<file path="src/gsmp_pkg.sv">
// Shared constants for the segment-multiplexed port groups
package gsmp_pkg;

  ////////////////////////////////////////////////////////////////////////////
  // Bus widths
  localparam int DATA_W  = 32;
  localparam int ADDR_W  = 16;
  localparam int BYTE_W  = 8;

  ////////////////////////////////////////////////////////////////////////////
  // Pin counts per group
  localparam int G7_PINS = 8;
  localparam int G8_PINS = 3;

  ////////////////////////////////////////////////////////////////////////////
  // Register indices; byte address is four times the index
  localparam logic [ADDR_W-1:0] IDX_G7_OE     = 16'h28d5;
  localparam logic [ADDR_W-1:0] IDX_G7_IE     = 16'h28d6;
  localparam logic [ADDR_W-1:0] IDX_G7_OD     = 16'h28d7;
  localparam logic [ADDR_W-1:0] IDX_G7_ID     = 16'h28d8;
  localparam logic [ADDR_W-1:0] IDX_G8_OE     = 16'h28d9;
  localparam logic [ADDR_W-1:0] IDX_G8_IE     = 16'h28da;
  localparam logic [ADDR_W-1:0] IDX_G8_OD     = 16'h28db;
  localparam logic [ADDR_W-1:0] IDX_G8_ID     = 16'h28dc;
  localparam logic [ADDR_W-1:0] IDX_PORT_CTRL = 16'h2d00;

  ////////////////////////////////////////////////////////////////////////////
  // Field positions and reset values
  localparam int              GATE_BIT  = 3;
  localparam logic [1:0]      WORD_LANE = 2'h0;
  localparam logic [BYTE_W-1:0] OE_RST  = 8'hff;
  localparam logic [BYTE_W-1:0] IE_RST  = 8'h00;
  localparam logic [BYTE_W-1:0] OD_RST  = 8'hff;
  localparam logic [BYTE_W-1:0] ID_RST  = 8'h00;
  localparam logic              GATE_RST = 1'b0;
  localparam logic [DATA_W-1:0] RDATA_RST = 32'h0000_0000;

  ////////////////////////////////////////////////////////////////////////////
  // Byte address of a register index
  function automatic logic [ADDR_W-1:0] gsmp_byte_addr(input logic [ADDR_W-1:0] idx);
    return {idx[ADDR_W-3:0], WORD_LANE};
  endfunction : gsmp_byte_addr

  // Address match against a register index
  function automatic logic gsmp_hit(input logic [ADDR_W-1:0] addr,
                                    input logic [ADDR_W-1:0] idx);
    return addr == gsmp_byte_addr(idx);
  endfunction : gsmp_hit

endpackage : gsmp_pkg

</file>
<file path="src/gsmp_group_if.sv">
// Register-side carrier between the register file and one port group
interface gsmp_group_if #(
  parameter int W = 8
);
  logic [W-1:0] oe_n;
  logic [W-1:0] ie;
  logic [W-1:0] od;
  logic [W-1:0] id;
  logic [W-1:0] id_wdata;
  logic         id_wr;
  logic         gate;

  modport regs  (output oe_n, output ie, output od, output id_wdata, output id_wr,
                 output gate, input id);
  modport group (input oe_n, input ie, input od, input id_wdata, input id_wr,
                 input gate, output id);
endinterface : gsmp_group_if

</file>
<file path="src/gpio_seg_mux_ports.sv">
// Top of the eight-pin and three-pin GPIO/segment port groups with APB registers
//
// Behaviour
// - Eight-pin group, GPIO or LCD segment per pin
// - Three-pin group, GPIO or LCD segment per pin
// - GPIO use: segment off, enables govern pin
// - Gate bit three of control gates GPIO drive and input of both groups, not segment use
// - Output enable active low
// - Input enable active high
// - Eight-pin registers at indices 28d5 to 28d8
// - Three-pin registers 28d9 to 28dc, bits 2:0
// - Enabled input data follows pin level continuously
//
// Decided for this implementation: the APB register port.
module gpio_seg_mux_ports
  import gsmp_pkg::*;
#(
  parameter int G7_W = G7_PINS,
  parameter int G8_W = G8_PINS
) (
  // Clock and reset
  input  wire logic              pclk,
  input  wire logic              presetn,
  // APB slave
  input  wire logic              psel,
  input  wire logic              penable,
  input  wire logic              pwrite,
  input  wire logic [ADDR_W-1:0] paddr,
  input  wire logic [DATA_W-1:0] pwdata,
  input  wire logic [3:0]        pstrb,
  output logic      [DATA_W-1:0] prdata,
  output logic                   pready,
  output logic                   pslverr,
  // Eight-pin group pins
  input  wire logic [G7_W-1:0]   g7_pin_in,
  output logic      [G7_W-1:0]   g7_pin_out,
  output logic      [G7_W-1:0]   g7_pin_oe,
  // Eight-pin group segment outputs of the LCD driver
  input  wire logic [G7_W-1:0]   g7_seg_data,
  input  wire logic [G7_W-1:0]   g7_seg_en,
  // Three-pin group pins
  input  wire logic [G8_W-1:0]   g8_pin_in,
  output logic      [G8_W-1:0]   g8_pin_out,
  output logic      [G8_W-1:0]   g8_pin_oe,
  // Three-pin group segment outputs of the LCD driver
  input  wire logic [G8_W-1:0]   g8_seg_data,
  input  wire logic [G8_W-1:0]   g8_seg_en
);

  ////////////////////////////////////////////////////////////////////////////
  // State

  typedef struct packed {
    logic [G7_W-1:0]   oe7;
    logic [G7_W-1:0]   ie7;
    logic [G7_W-1:0]   od7;
    logic [G8_W-1:0]   oe8;
    logic [G8_W-1:0]   ie8;
    logic [G8_W-1:0]   od8;
    logic              gate;
    logic [DATA_W-1:0] rdata;
    logic              slverr;
  } gsmp_regs_s;

  gsmp_regs_s cur_reg;
  gsmp_regs_s cur_next;

  logic       setup_phase;
  logic       access_phase;
  logic       wr_take;
  logic       lane0;
  logic       mapped;

  ////////////////////////////////////////////////////////////////////////////
  // Group carriers

  gsmp_group_if #(.W(G7_W)) g7_if ();
  gsmp_group_if #(.W(G8_W)) g8_if ();

  ////////////////////////////////////////////////////////////////////////////
  // Decode helpers

  // Any register of this block at the given byte address
  function automatic logic addr_mapped(input logic [ADDR_W-1:0] addr);
    logic m;
    m = 1'b0;
    if (gsmp_hit(addr, IDX_G7_OE)) begin
      m = 1'b1;
    end else if (gsmp_hit(addr, IDX_G7_IE)) begin
      m = 1'b1;
    end else if (gsmp_hit(addr, IDX_G7_OD)) begin
      m = 1'b1;
    end else if (gsmp_hit(addr, IDX_G7_ID)) begin
      m = 1'b1;
    end else if (gsmp_hit(addr, IDX_G8_OE)) begin
      m = 1'b1;
    end else if (gsmp_hit(addr, IDX_G8_IE)) begin
      m = 1'b1;
    end else if (gsmp_hit(addr, IDX_G8_OD)) begin
      m = 1'b1;
    end else if (gsmp_hit(addr, IDX_G8_ID)) begin
      m = 1'b1;
    end else if (gsmp_hit(addr, IDX_PORT_CTRL)) begin
      m = 1'b1;
    end
    return m;
  endfunction : addr_mapped

  // Control register image: only the gate bit is implemented
  function automatic logic [DATA_W-1:0] ctrl_image(input logic gate);
    logic [DATA_W-1:0] v;
    v           = RDATA_RST;
    v[GATE_BIT] = gate;
    return v;
  endfunction : ctrl_image

  ////////////////////////////////////////////////////////////////////////////
  // APB phase qualifiers
  //
  // Zero-wait slave: read data is captured in the setup cycle so that it
  // comes from a flip-flop during the access cycle.

  assign setup_phase  = psel & ~penable;
  assign access_phase = psel & penable;
  assign lane0        = pstrb[0];
  assign mapped       = addr_mapped(paddr);
  assign wr_take      = access_phase & pwrite & lane0 & mapped;

  ////////////////////////////////////////////////////////////////////////////
  // Register select decode
  //
  // One decode feeds the write chain, the read chain and the id strobes.
  // Unaligned addresses never hit, so every select stays low for them.

  typedef struct packed {
    logic g7_oe;
    logic g7_ie;
    logic g7_od;
    logic g7_id;
    logic g8_oe;
    logic g8_ie;
    logic g8_od;
    logic g8_id;
    logic ctrl;
  } gsmp_sel_s;

  gsmp_sel_s  sel;
  logic       id7_wr;
  logic       id8_wr;

  always_comb begin
    sel = '0;
    if (gsmp_hit(paddr, IDX_G7_OE)) begin
      sel.g7_oe = 1'b1;
    end else if (gsmp_hit(paddr, IDX_G7_IE)) begin
      sel.g7_ie = 1'b1;
    end else if (gsmp_hit(paddr, IDX_G7_OD)) begin
      sel.g7_od = 1'b1;
    end else if (gsmp_hit(paddr, IDX_G7_ID)) begin
      sel.g7_id = 1'b1;
    end else if (gsmp_hit(paddr, IDX_G8_OE)) begin
      sel.g8_oe = 1'b1;
    end else if (gsmp_hit(paddr, IDX_G8_IE)) begin
      sel.g8_ie = 1'b1;
    end else if (gsmp_hit(paddr, IDX_G8_OD)) begin
      sel.g8_od = 1'b1;
    end else if (gsmp_hit(paddr, IDX_G8_ID)) begin
      sel.g8_id = 1'b1;
    end else if (gsmp_hit(paddr, IDX_PORT_CTRL)) begin
      sel.ctrl = 1'b1;
    end
  end

  ////////////////////////////////////////////////////////////////////////////
  // Input data write strobes

  assign id7_wr = wr_take & sel.g7_id;
  assign id8_wr = wr_take & sel.g8_id;

  ////////////////////////////////////////////////////////////////////////////
  // Register file next state

  always_comb begin
    cur_next = cur_reg;

    // Writes land at the access edge; upper data bits are ignored
    if (wr_take) begin
      if (sel.g7_oe) begin
        cur_next.oe7 = pwdata[G7_W-1:0];
      end else if (sel.g7_ie) begin
        cur_next.ie7 = pwdata[G7_W-1:0];
      end else if (sel.g7_od) begin
        cur_next.od7 = pwdata[G7_W-1:0];
      end else if (sel.g8_oe) begin
        cur_next.oe8 = pwdata[G8_W-1:0];
      end else if (sel.g8_ie) begin
        cur_next.ie8 = pwdata[G8_W-1:0];
      end else if (sel.g8_od) begin
        cur_next.od8 = pwdata[G8_W-1:0];
      end else if (sel.ctrl) begin
        cur_next.gate = pwdata[GATE_BIT];
      end
    end

    // Read data and error captured during setup, held through access
    if (setup_phase) begin
      cur_next.rdata  = RDATA_RST;
      cur_next.slverr = ~mapped;
      if (!pwrite) begin
        if (sel.g7_oe) begin
          cur_next.rdata = DATA_W'(cur_reg.oe7);
        end else if (sel.g7_ie) begin
          cur_next.rdata = DATA_W'(cur_reg.ie7);
        end else if (sel.g7_od) begin
          cur_next.rdata = DATA_W'(cur_reg.od7);
        end else if (sel.g7_id) begin
          cur_next.rdata = DATA_W'(g7_if.id);
        end else if (sel.g8_oe) begin
          cur_next.rdata = DATA_W'(cur_reg.oe8);
        end else if (sel.g8_ie) begin
          cur_next.rdata = DATA_W'(cur_reg.ie8);
        end else if (sel.g8_od) begin
          cur_next.rdata = DATA_W'(cur_reg.od8);
        end else if (sel.g8_id) begin
          cur_next.rdata = DATA_W'(g8_if.id);
        end else if (sel.ctrl) begin
          cur_next.rdata = ctrl_image(cur_reg.gate);
        end
      end
    end
  end

  ////////////////////////////////////////////////////////////////////////////
  // Register file storage

  always_ff @(posedge pclk or negedge presetn) begin
    if (!presetn) begin
      cur_reg.oe7    <= OE_RST[G7_W-1:0];
      cur_reg.ie7    <= IE_RST[G7_W-1:0];
      cur_reg.od7    <= OD_RST[G7_W-1:0];
      cur_reg.oe8    <= OE_RST[G8_W-1:0];
      cur_reg.ie8    <= IE_RST[G8_W-1:0];
      cur_reg.od8    <= OD_RST[G8_W-1:0];
      cur_reg.gate   <= GATE_RST;
      cur_reg.rdata  <= RDATA_RST;
      cur_reg.slverr <= 1'b0;
    end else begin
      cur_reg <= cur_next;
    end
  end

  ////////////////////////////////////////////////////////////////////////////
  // APB outputs

  assign prdata  = cur_reg.rdata;
  assign pready  = 1'b1;
  // Error only shown in the access cycle, low otherwise
  assign pslverr = access_phase & cur_reg.slverr;

  ////////////////////////////////////////////////////////////////////////////
  // Eight-pin group

  assign g7_if.oe_n     = cur_reg.oe7;
  assign g7_if.ie       = cur_reg.ie7;
  assign g7_if.od       = cur_reg.od7;
  assign g7_if.gate     = cur_reg.gate;
  assign g7_if.id_wdata = pwdata[G7_W-1:0];
  assign g7_if.id_wr    = id7_wr;

  // Per-pin GPIO or segment selection
  gsmp_port_group #(
    .W        (G7_W)
  ) u_g7 (
    .pclk     (pclk),
    .presetn  (presetn),
    .rif      (g7_if.group),
    .pin_in   (g7_pin_in),
    .pin_out  (g7_pin_out),
    .pin_oe   (g7_pin_oe),
    .seg_data (g7_seg_data),
    .seg_en   (g7_seg_en)
  );

  ////////////////////////////////////////////////////////////////////////////
  // Three-pin group
  //
  // Only the low bits exist; upper bits of its registers read as zero.

  assign g8_if.oe_n     = cur_reg.oe8;
  assign g8_if.ie       = cur_reg.ie8;
  assign g8_if.od       = cur_reg.od8;
  assign g8_if.gate     = cur_reg.gate;
  assign g8_if.id_wdata = pwdata[G8_W-1:0];
  assign g8_if.id_wr    = id8_wr;

  // Per-pin GPIO or segment selection
  gsmp_port_group #(
    .W        (G8_W)
  ) u_g8 (
    .pclk     (pclk),
    .presetn  (presetn),
    .rif      (g8_if.group),
    .pin_in   (g8_pin_in),
    .pin_out  (g8_pin_out),
    .pin_oe   (g8_pin_oe),
    .seg_data (g8_seg_data),
    .seg_en   (g8_seg_en)
  );

endmodule : gpio_seg_mux_ports

</file>
<file path="src/gsmp_port_group.sv">
// One port group: pin muxing between GPIO and LCD segment, input data capture
module gsmp_port_group
  import gsmp_pkg::*;
#(
  parameter int W = G7_PINS
) (
  // Clock and reset
  input  wire logic         pclk,
  input  wire logic         presetn,
  // Register side
  gsmp_group_if.group       rif,
  // Pins
  input  wire logic [W-1:0] pin_in,
  output logic      [W-1:0] pin_out,
  output logic      [W-1:0] pin_oe,
  // LCD segment driver
  input  wire logic [W-1:0] seg_data,
  input  wire logic [W-1:0] seg_en
);

  typedef struct packed {
    logic [W-1:0] id;
  } gsmp_grp_s;

  gsmp_grp_s    cur_reg;
  gsmp_grp_s    cur_next;
  logic [W-1:0] sample;
  logic [W-1:0] gpio_drive;

  ////////////////////////////////////////////////////////////////////////////
  // Pin drive and input capture
  always_comb begin
    sample     = rif.ie & {W{~rif.gate}};
    gpio_drive = ~rif.oe_n & {W{~rif.gate}};
    // Segment use takes the pin; GPIO enables govern it otherwise
    pin_oe     = seg_en | (~seg_en & gpio_drive);
    pin_out    = (seg_en & seg_data) | (~seg_en & rif.od);
    cur_next   = cur_reg;
    if (rif.id_wr) begin
      cur_next.id = rif.id_wdata;
    end
    // Pin sampling wins over a software write in the same cycle
    cur_next.id = (sample & pin_in) | (~sample & cur_next.id);
  end

  always_ff @(posedge pclk or negedge presetn) begin
    if (!presetn) begin
      cur_reg.id <= ID_RST[W-1:0];
    end else begin
      cur_reg <= cur_next;
    end
  end

  assign rif.id = cur_reg.id;

endmodule : gsmp_port_group

</file>
<file path="config.mk">
export PLATFORM = sky130hd
export DESIGN_NAME = gpio_seg_mux_ports
export DESIGN_NICKNAME = d
export VERILOG_FILES = /design/src/gsmp_pkg.sv /design/src/gsmp_group_if.sv /design/src/gpio_seg_mux_ports.sv /design/src/gsmp_port_group.sv
export SDC_FILE = /design/constraint.sdc
export NUM_CORES = 1
export LEC_CHECK = 0
export BUFFER_PORTS_ARGS = -buffer_cell sky130_fd_sc_hd__buf_2
export CAP_MARGIN = 20
export CORE_MARGIN = 8
export CORE_UTILIZATION = 25
export CTS_BUF_LIST = sky130_fd_sc_hd__clkbuf_4
export DETAILED_ROUTE_END_ITERATION = 12
export MAX_ROUTING_LAYER = met4
export RECOVER_POWER = 100
export REMOVE_ABC_BUFFERS = 1
export SYNTH_ARGS = -nofsm -noshare
export SYNTH_HDL_FRONTEND = slang
export SYNTH_SLANG_ARGS = --single-unit
</file>
<file path="constraint.sdc">
create_clock -name pclk -period 1.45 [get_ports pclk]
set_input_delay 0.29 -clock pclk [delete_from_list [all_inputs] [get_ports pclk]]
set_output_delay 0.29 -clock pclk [all_outputs]
set_load 0.005 [all_outputs]
</file>
Word level (Yosys, flattened, before mapping)
Index checks and enable logic that the tools add are counted.
- register bits: 78
- input port bits: 90
- output and inout bits: 56
- word-level logic and storage cells: 107
- muxes and demuxes: 37
- bitwise operators: 43
- equal/unequal tests: 9
- reductions and logical operators: 7
- operators with widths (cell ; number):
    equality test 16 bit (second input constant) ; 9
    AND 8 bit ; 7
    2-to-1 mux 8 bit ; 7
    2-to-1 mux 4 bit ; 6
    inverter 8 bit ; 3
    bitwise OR 8 bit ; 3
    AND 3 bit ; 7
    2-to-1 mux 1 bit ; 18
    inverter 1 bit ; 9
    inverter 3 bit ; 3
    bitwise OR 3 bit ; 3
    AND 1 bit ; 8
    AND reduction 8 bit ; 1
    2-to-1 mux 7 bit ; 1
    AND reduction 7 bit ; 1
    2-to-1 mux 3 bit ; 2
    2-to-1 mux 6 bit ; 1
    AND reduction 6 bit ; 1
    2-to-1 mux 5 bit ; 1
    AND reduction 5 bit ; 1
    AND reduction 4 bit ; 1
    AND reduction 3 bit ; 1
    2-to-1 mux 2 bit ; 1
    AND reduction 2 bit ; 1

Longest topological paths before layout
- depth in word-level cells: 20
- gate-level depth with buffers: 6
- depth with buffers taken out: 5

Hierarchy
A second synthesis with hierarchy kept.
- cells, all modules: 310
- area, all modules: 3513.4 um^2
- by module, submodules not included (module ; area an instance (um^2) ; sequential area each (um^2) ; cells an instance ; instances):
    gpio_seg_mux_ports ; 2627.5 ; 1103.6 ; 242 ; 1
    gsmp_port_group (u_g7) ; 656.9 ; 200.2 ; 50 ; 1
    gsmp_port_group (u_g8) ; 229.0 ; 75.1 ; 18 ; 1

Worst setup path after synthesis
OpenSTA, ideal clock, no wires.
- path type: in2reg
- from: input port paddr[1]
- to: register with a tool-made name
- required time: 1.327 ns
- setup time: 0.123 ns
- arrival time: 1.674 ns
- buffers on the path: 1
- stages on the path: 6
- slack: -0.347 ns
- cell sequence: or2_4 > or4_4 > or3_1 > buf_6 > mux2i_1 > o21ai_1
- RTL lines (what ; line ; text):
    start, declared ; gpio_seg_mux_ports.sv:28 ; input wire logic [ADDR_W-1:0] paddr,

Final worst setup path
- from: register cur_reg (netlist bit g8_if.od[0])
- to: output port g8_pin_out[0]
- longest elaborated chain between the ends: 2
- RTL lines (what ; line ; text):
    start, declared ; gpio_seg_mux_ports.sv:65 ; gsmp_regs_s cur_reg;
    start signal, assigned ; gpio_seg_mux_ports.sv:248 ; cur_reg <= cur_next;
    AND 3 bit ; gsmp_port_group.sv:37 ; pin_out = (seg_en & seg_data) | (~seg_en & rif.od);
    bitwise OR 3 bit ; gsmp_port_group.sv:37 ;
    end, declared ; gpio_seg_mux_ports.sv:43 ; output logic [G8_W-1:0] g8_pin_out,
Every way passes these cells.

==> reports/summary.txt <==
Slew headroom - 50.28%
Final ANT Viol Nets - 0
Total GRT Usage - 12.84%
Synth Cell Area - 3282 um^2
Multi-input gate area - 1843 um^2
share of cells above drive strength 1 - 54.59%
Yosys top cell area share - 24.40%
clock latency at the later pin of the worst-skew pair - 0.40 ns
Die Ht - 130.6 um
largest area contributor in the netlist - dfrtp_1
Switching Share - 25.32%
most common cell after layout, fill and taps aside - buf_2
max incr delay on CP - 0.40 ns
crit-path max FO - 2
setup slack after layout - -0.1263 ns
Placeable Area - 13,030 um^2
Worst-path clk slew - 0.16 ns
nets - 547
CP Capture Type - primary output
outcome - finished, violations left
Worst Tran Pin Value - 0.7458 ns
Worst Path Required - 1.16 ns
Clock Skew - 0.009529 ns
first-pass GRT wire length - 16,470 um
sequential area share after synthesis - 42.01%
crit share post-route - 108.7%
Top Ports - 146
Synth Warn # - 0
fin cells - 636
die width - 130.6 um
clk buf depth - 2
Setup CP Type - flop to primary output
Post-Route WL - 10,740 um
number of global-route vias before repair - 3,159
drt first pass iters - 4
initial core utilization - 25.18%
DP Cell Count - 605
Crit path buffers/inverters - 2
Port Buffers - 93
clock share of power - 31.0%
Fillers - 1,372
Gate Count Post-Synth - 308
P_leak - 2.195 nW
HPWL after DPL - 8041 um
ys flop type - dfrtp_1
area of the die - 17,050 um^2
num rows - 42
CTS H-tree depth - 2
minimum clock period after layout - 1.576 ns
DRC violations left - 0
cts bufs inserted - 5
Syn Area/Cell - 10.66 um^2
number of synthesized flops with an enable pin - 0
failing checks - setup timing
Synth area leaders - dfrtp_1, dfstp_2, mux2_2, buf_4, mux2i_1
Min Hold Slack - 0.08689 ns
Combinational Power Share - 14.7%
Area growth syn-to-layout - 42.13%
Int Power - 2.084 mW
Register Area - 1380 um^2
commonest cells after routing, fill and taps aside - buf_2, buf_4, mux2_2, dfrtp_1, nand2_1
peak supply drop - 0.4221 mV
FFs w/ async S/R, synth - 100.0%
CTS tree - yes
initial antenna violation count - 2
Seq pwr share - 54.3%
largest net degree at the start of global routing - 55
distinct cell type count after synthesis - 48
WP data arrival - 1.29 ns
slowest CP cell - dfstp_2
Startpoint Class - flop
Final Power - 2.791 mW
Max Cap Viol - 0
clock net sink count - 54
Switch Pwr - 0.7067 mW
grt total ovfl - 0
via count of the routed design - 2,923
ordered cell list for the critical path - buf_6 -> mux2_4 -> buf_6
RSZ-0062 raised after global routing - yes
GP Congestion - 0.8206
crit-path most repeated cell - buf_6
Hold/Removal Path Class - primary input to flop
drt wl/cell - 16.89 um
pwr dens - 598.4 nW/um^2
Max Fclk - 634.4 MHz
Hold Fails Final Rpt - 0
DRT iter0 DRCs - 104
Seq cells post-synth - 54
via/cell ratio - 4.596
Setup-failing EPs final - 59
worst slack, placed - -0.5816 ns
CTS root buffer - clkbuf_4
Pins Over Slew Limit - 0
critical path's top delay family - flip-flops
==> path summary, 6_finish.rpt <==
check                              from       endpoint  slack, ns  cells after the start
setup / recovery            g8_if.od[0]  g8_pin_out[0]      -0.13                      3
hold / removal             g7_pin_in[3]           flop       0.09                      3
setup reg to reg            g8_if.ie[2]      prdata[2]      -0.05                      5
hold reg to reg               prdata[6]      prdata[6]       0.52                      2
max in group asynchronous       presetn     g7_if.gate       0.36                      3
min in group asynchronous       presetn      prdata[6]       0.58                      3
==> cell families after synthesis <==
| logic type | count (synthesis) | share of synthesized area, % |
|---|---|---|
| muxes | 56 | 18.80 |
| and+or+nand+nor | 91 | 16.89 |
| AOI/OAI and AO/OA | 63 | 13.19 |
| other | 2 | 0.2288 |
| buffers and inverters | 42 | 8.883 |
| DFF | 54 | 42.01 |
==> per-stage QoR <==
step	TNS [ns]	utilization, %	area (um^2)
finish	-3.394	35.79	4664
global route	-6.933	35.79	4664
CTS	-2.566	35.47	4623
detailed placement	-25.17	31.74	4136
global placement	-24.99	31.74	4136
floorplan	-11.48	-	3080
==> Yosys cell counts (2+ instances only) <==
cell      count
and4bb_2      2
and3_1        3
mux2i_1      11
nor2_4        2
o221ai_1      4
clkbuf_1      5
o22ai_1       3
o21bai_1     12
nor2_1        7
or3_1         2
nor3b_1       2
nor2b_1      15
buf_2         2
o21ai_1       8
nand2b_1      6
and4_1        4
a21oi_1       2
o21ai_0      14
dfstp_2      22
nor4_1        3
conb_1        2
dfrtp_1      32
nand4_1       3
o211ai_1      3
nand3_1       4
nand2_1      27
o41ai_1       2
a221oi_1      6
mux2_2       45
buf_4        33
nor3_1        5
==> routing by layer <==
| metal | vias to the layer above | part of all wire (%) | GRT usage, % |
|---|---|---|---|
| met5 | - | 0 | - |
| met4 | 0 | 1.6 | 4.524 |
| met3 | 13 | 6.8 | 2.597 |
| met2 | 88 | 48 | 20.70 |
| met1 | 1437 | 43 | 15.70 |
| li1 | 1385 | - | - |
==> power by group through the flow <==
stage	clock network (mW)	registers, mW	logic (mW)
floorplan	0	1.54	0.103
global placement	0	1.54	0.347
detailed placement	0	1.54	0.351
CTS	0.896	1.52	0.405
global route	0.946	1.52	0.447
finish	0.866	1.52	0.410
==> worst register-to-register path, stage by stage, from the launching register on <==
cell and delay (ns):
dfrtp_1 0.42, nor3b_2 0.19, o21ai_1 0.09, a32o_2 0.28
a222oi_1 0.30, o21bai_1 0.12
==> final cells by class <==
cell class | count | area share, %
multi-input combinational | 235 | 39.51
tap | 176 | 4.721
timing repair buffer | 160 | 24.28
inverter | 1 | 0.08047
clock buffer | 5 | 0.8047
antenna | 2 | 0.1073
clock inverter | 3 | 0.9120
sequential | 54 | 29.59
==> timing repair <==
action	CTS	global route
setup endpoints to repair	60	61
endpoints found under the hold margin	32	0
pin swaps	22	11
gates resized for setup	49	25
hold buffers	1	0
setup buffers	19	1
cloned	1	0
No activity file was read; power rests on OpenSTA's default activity.
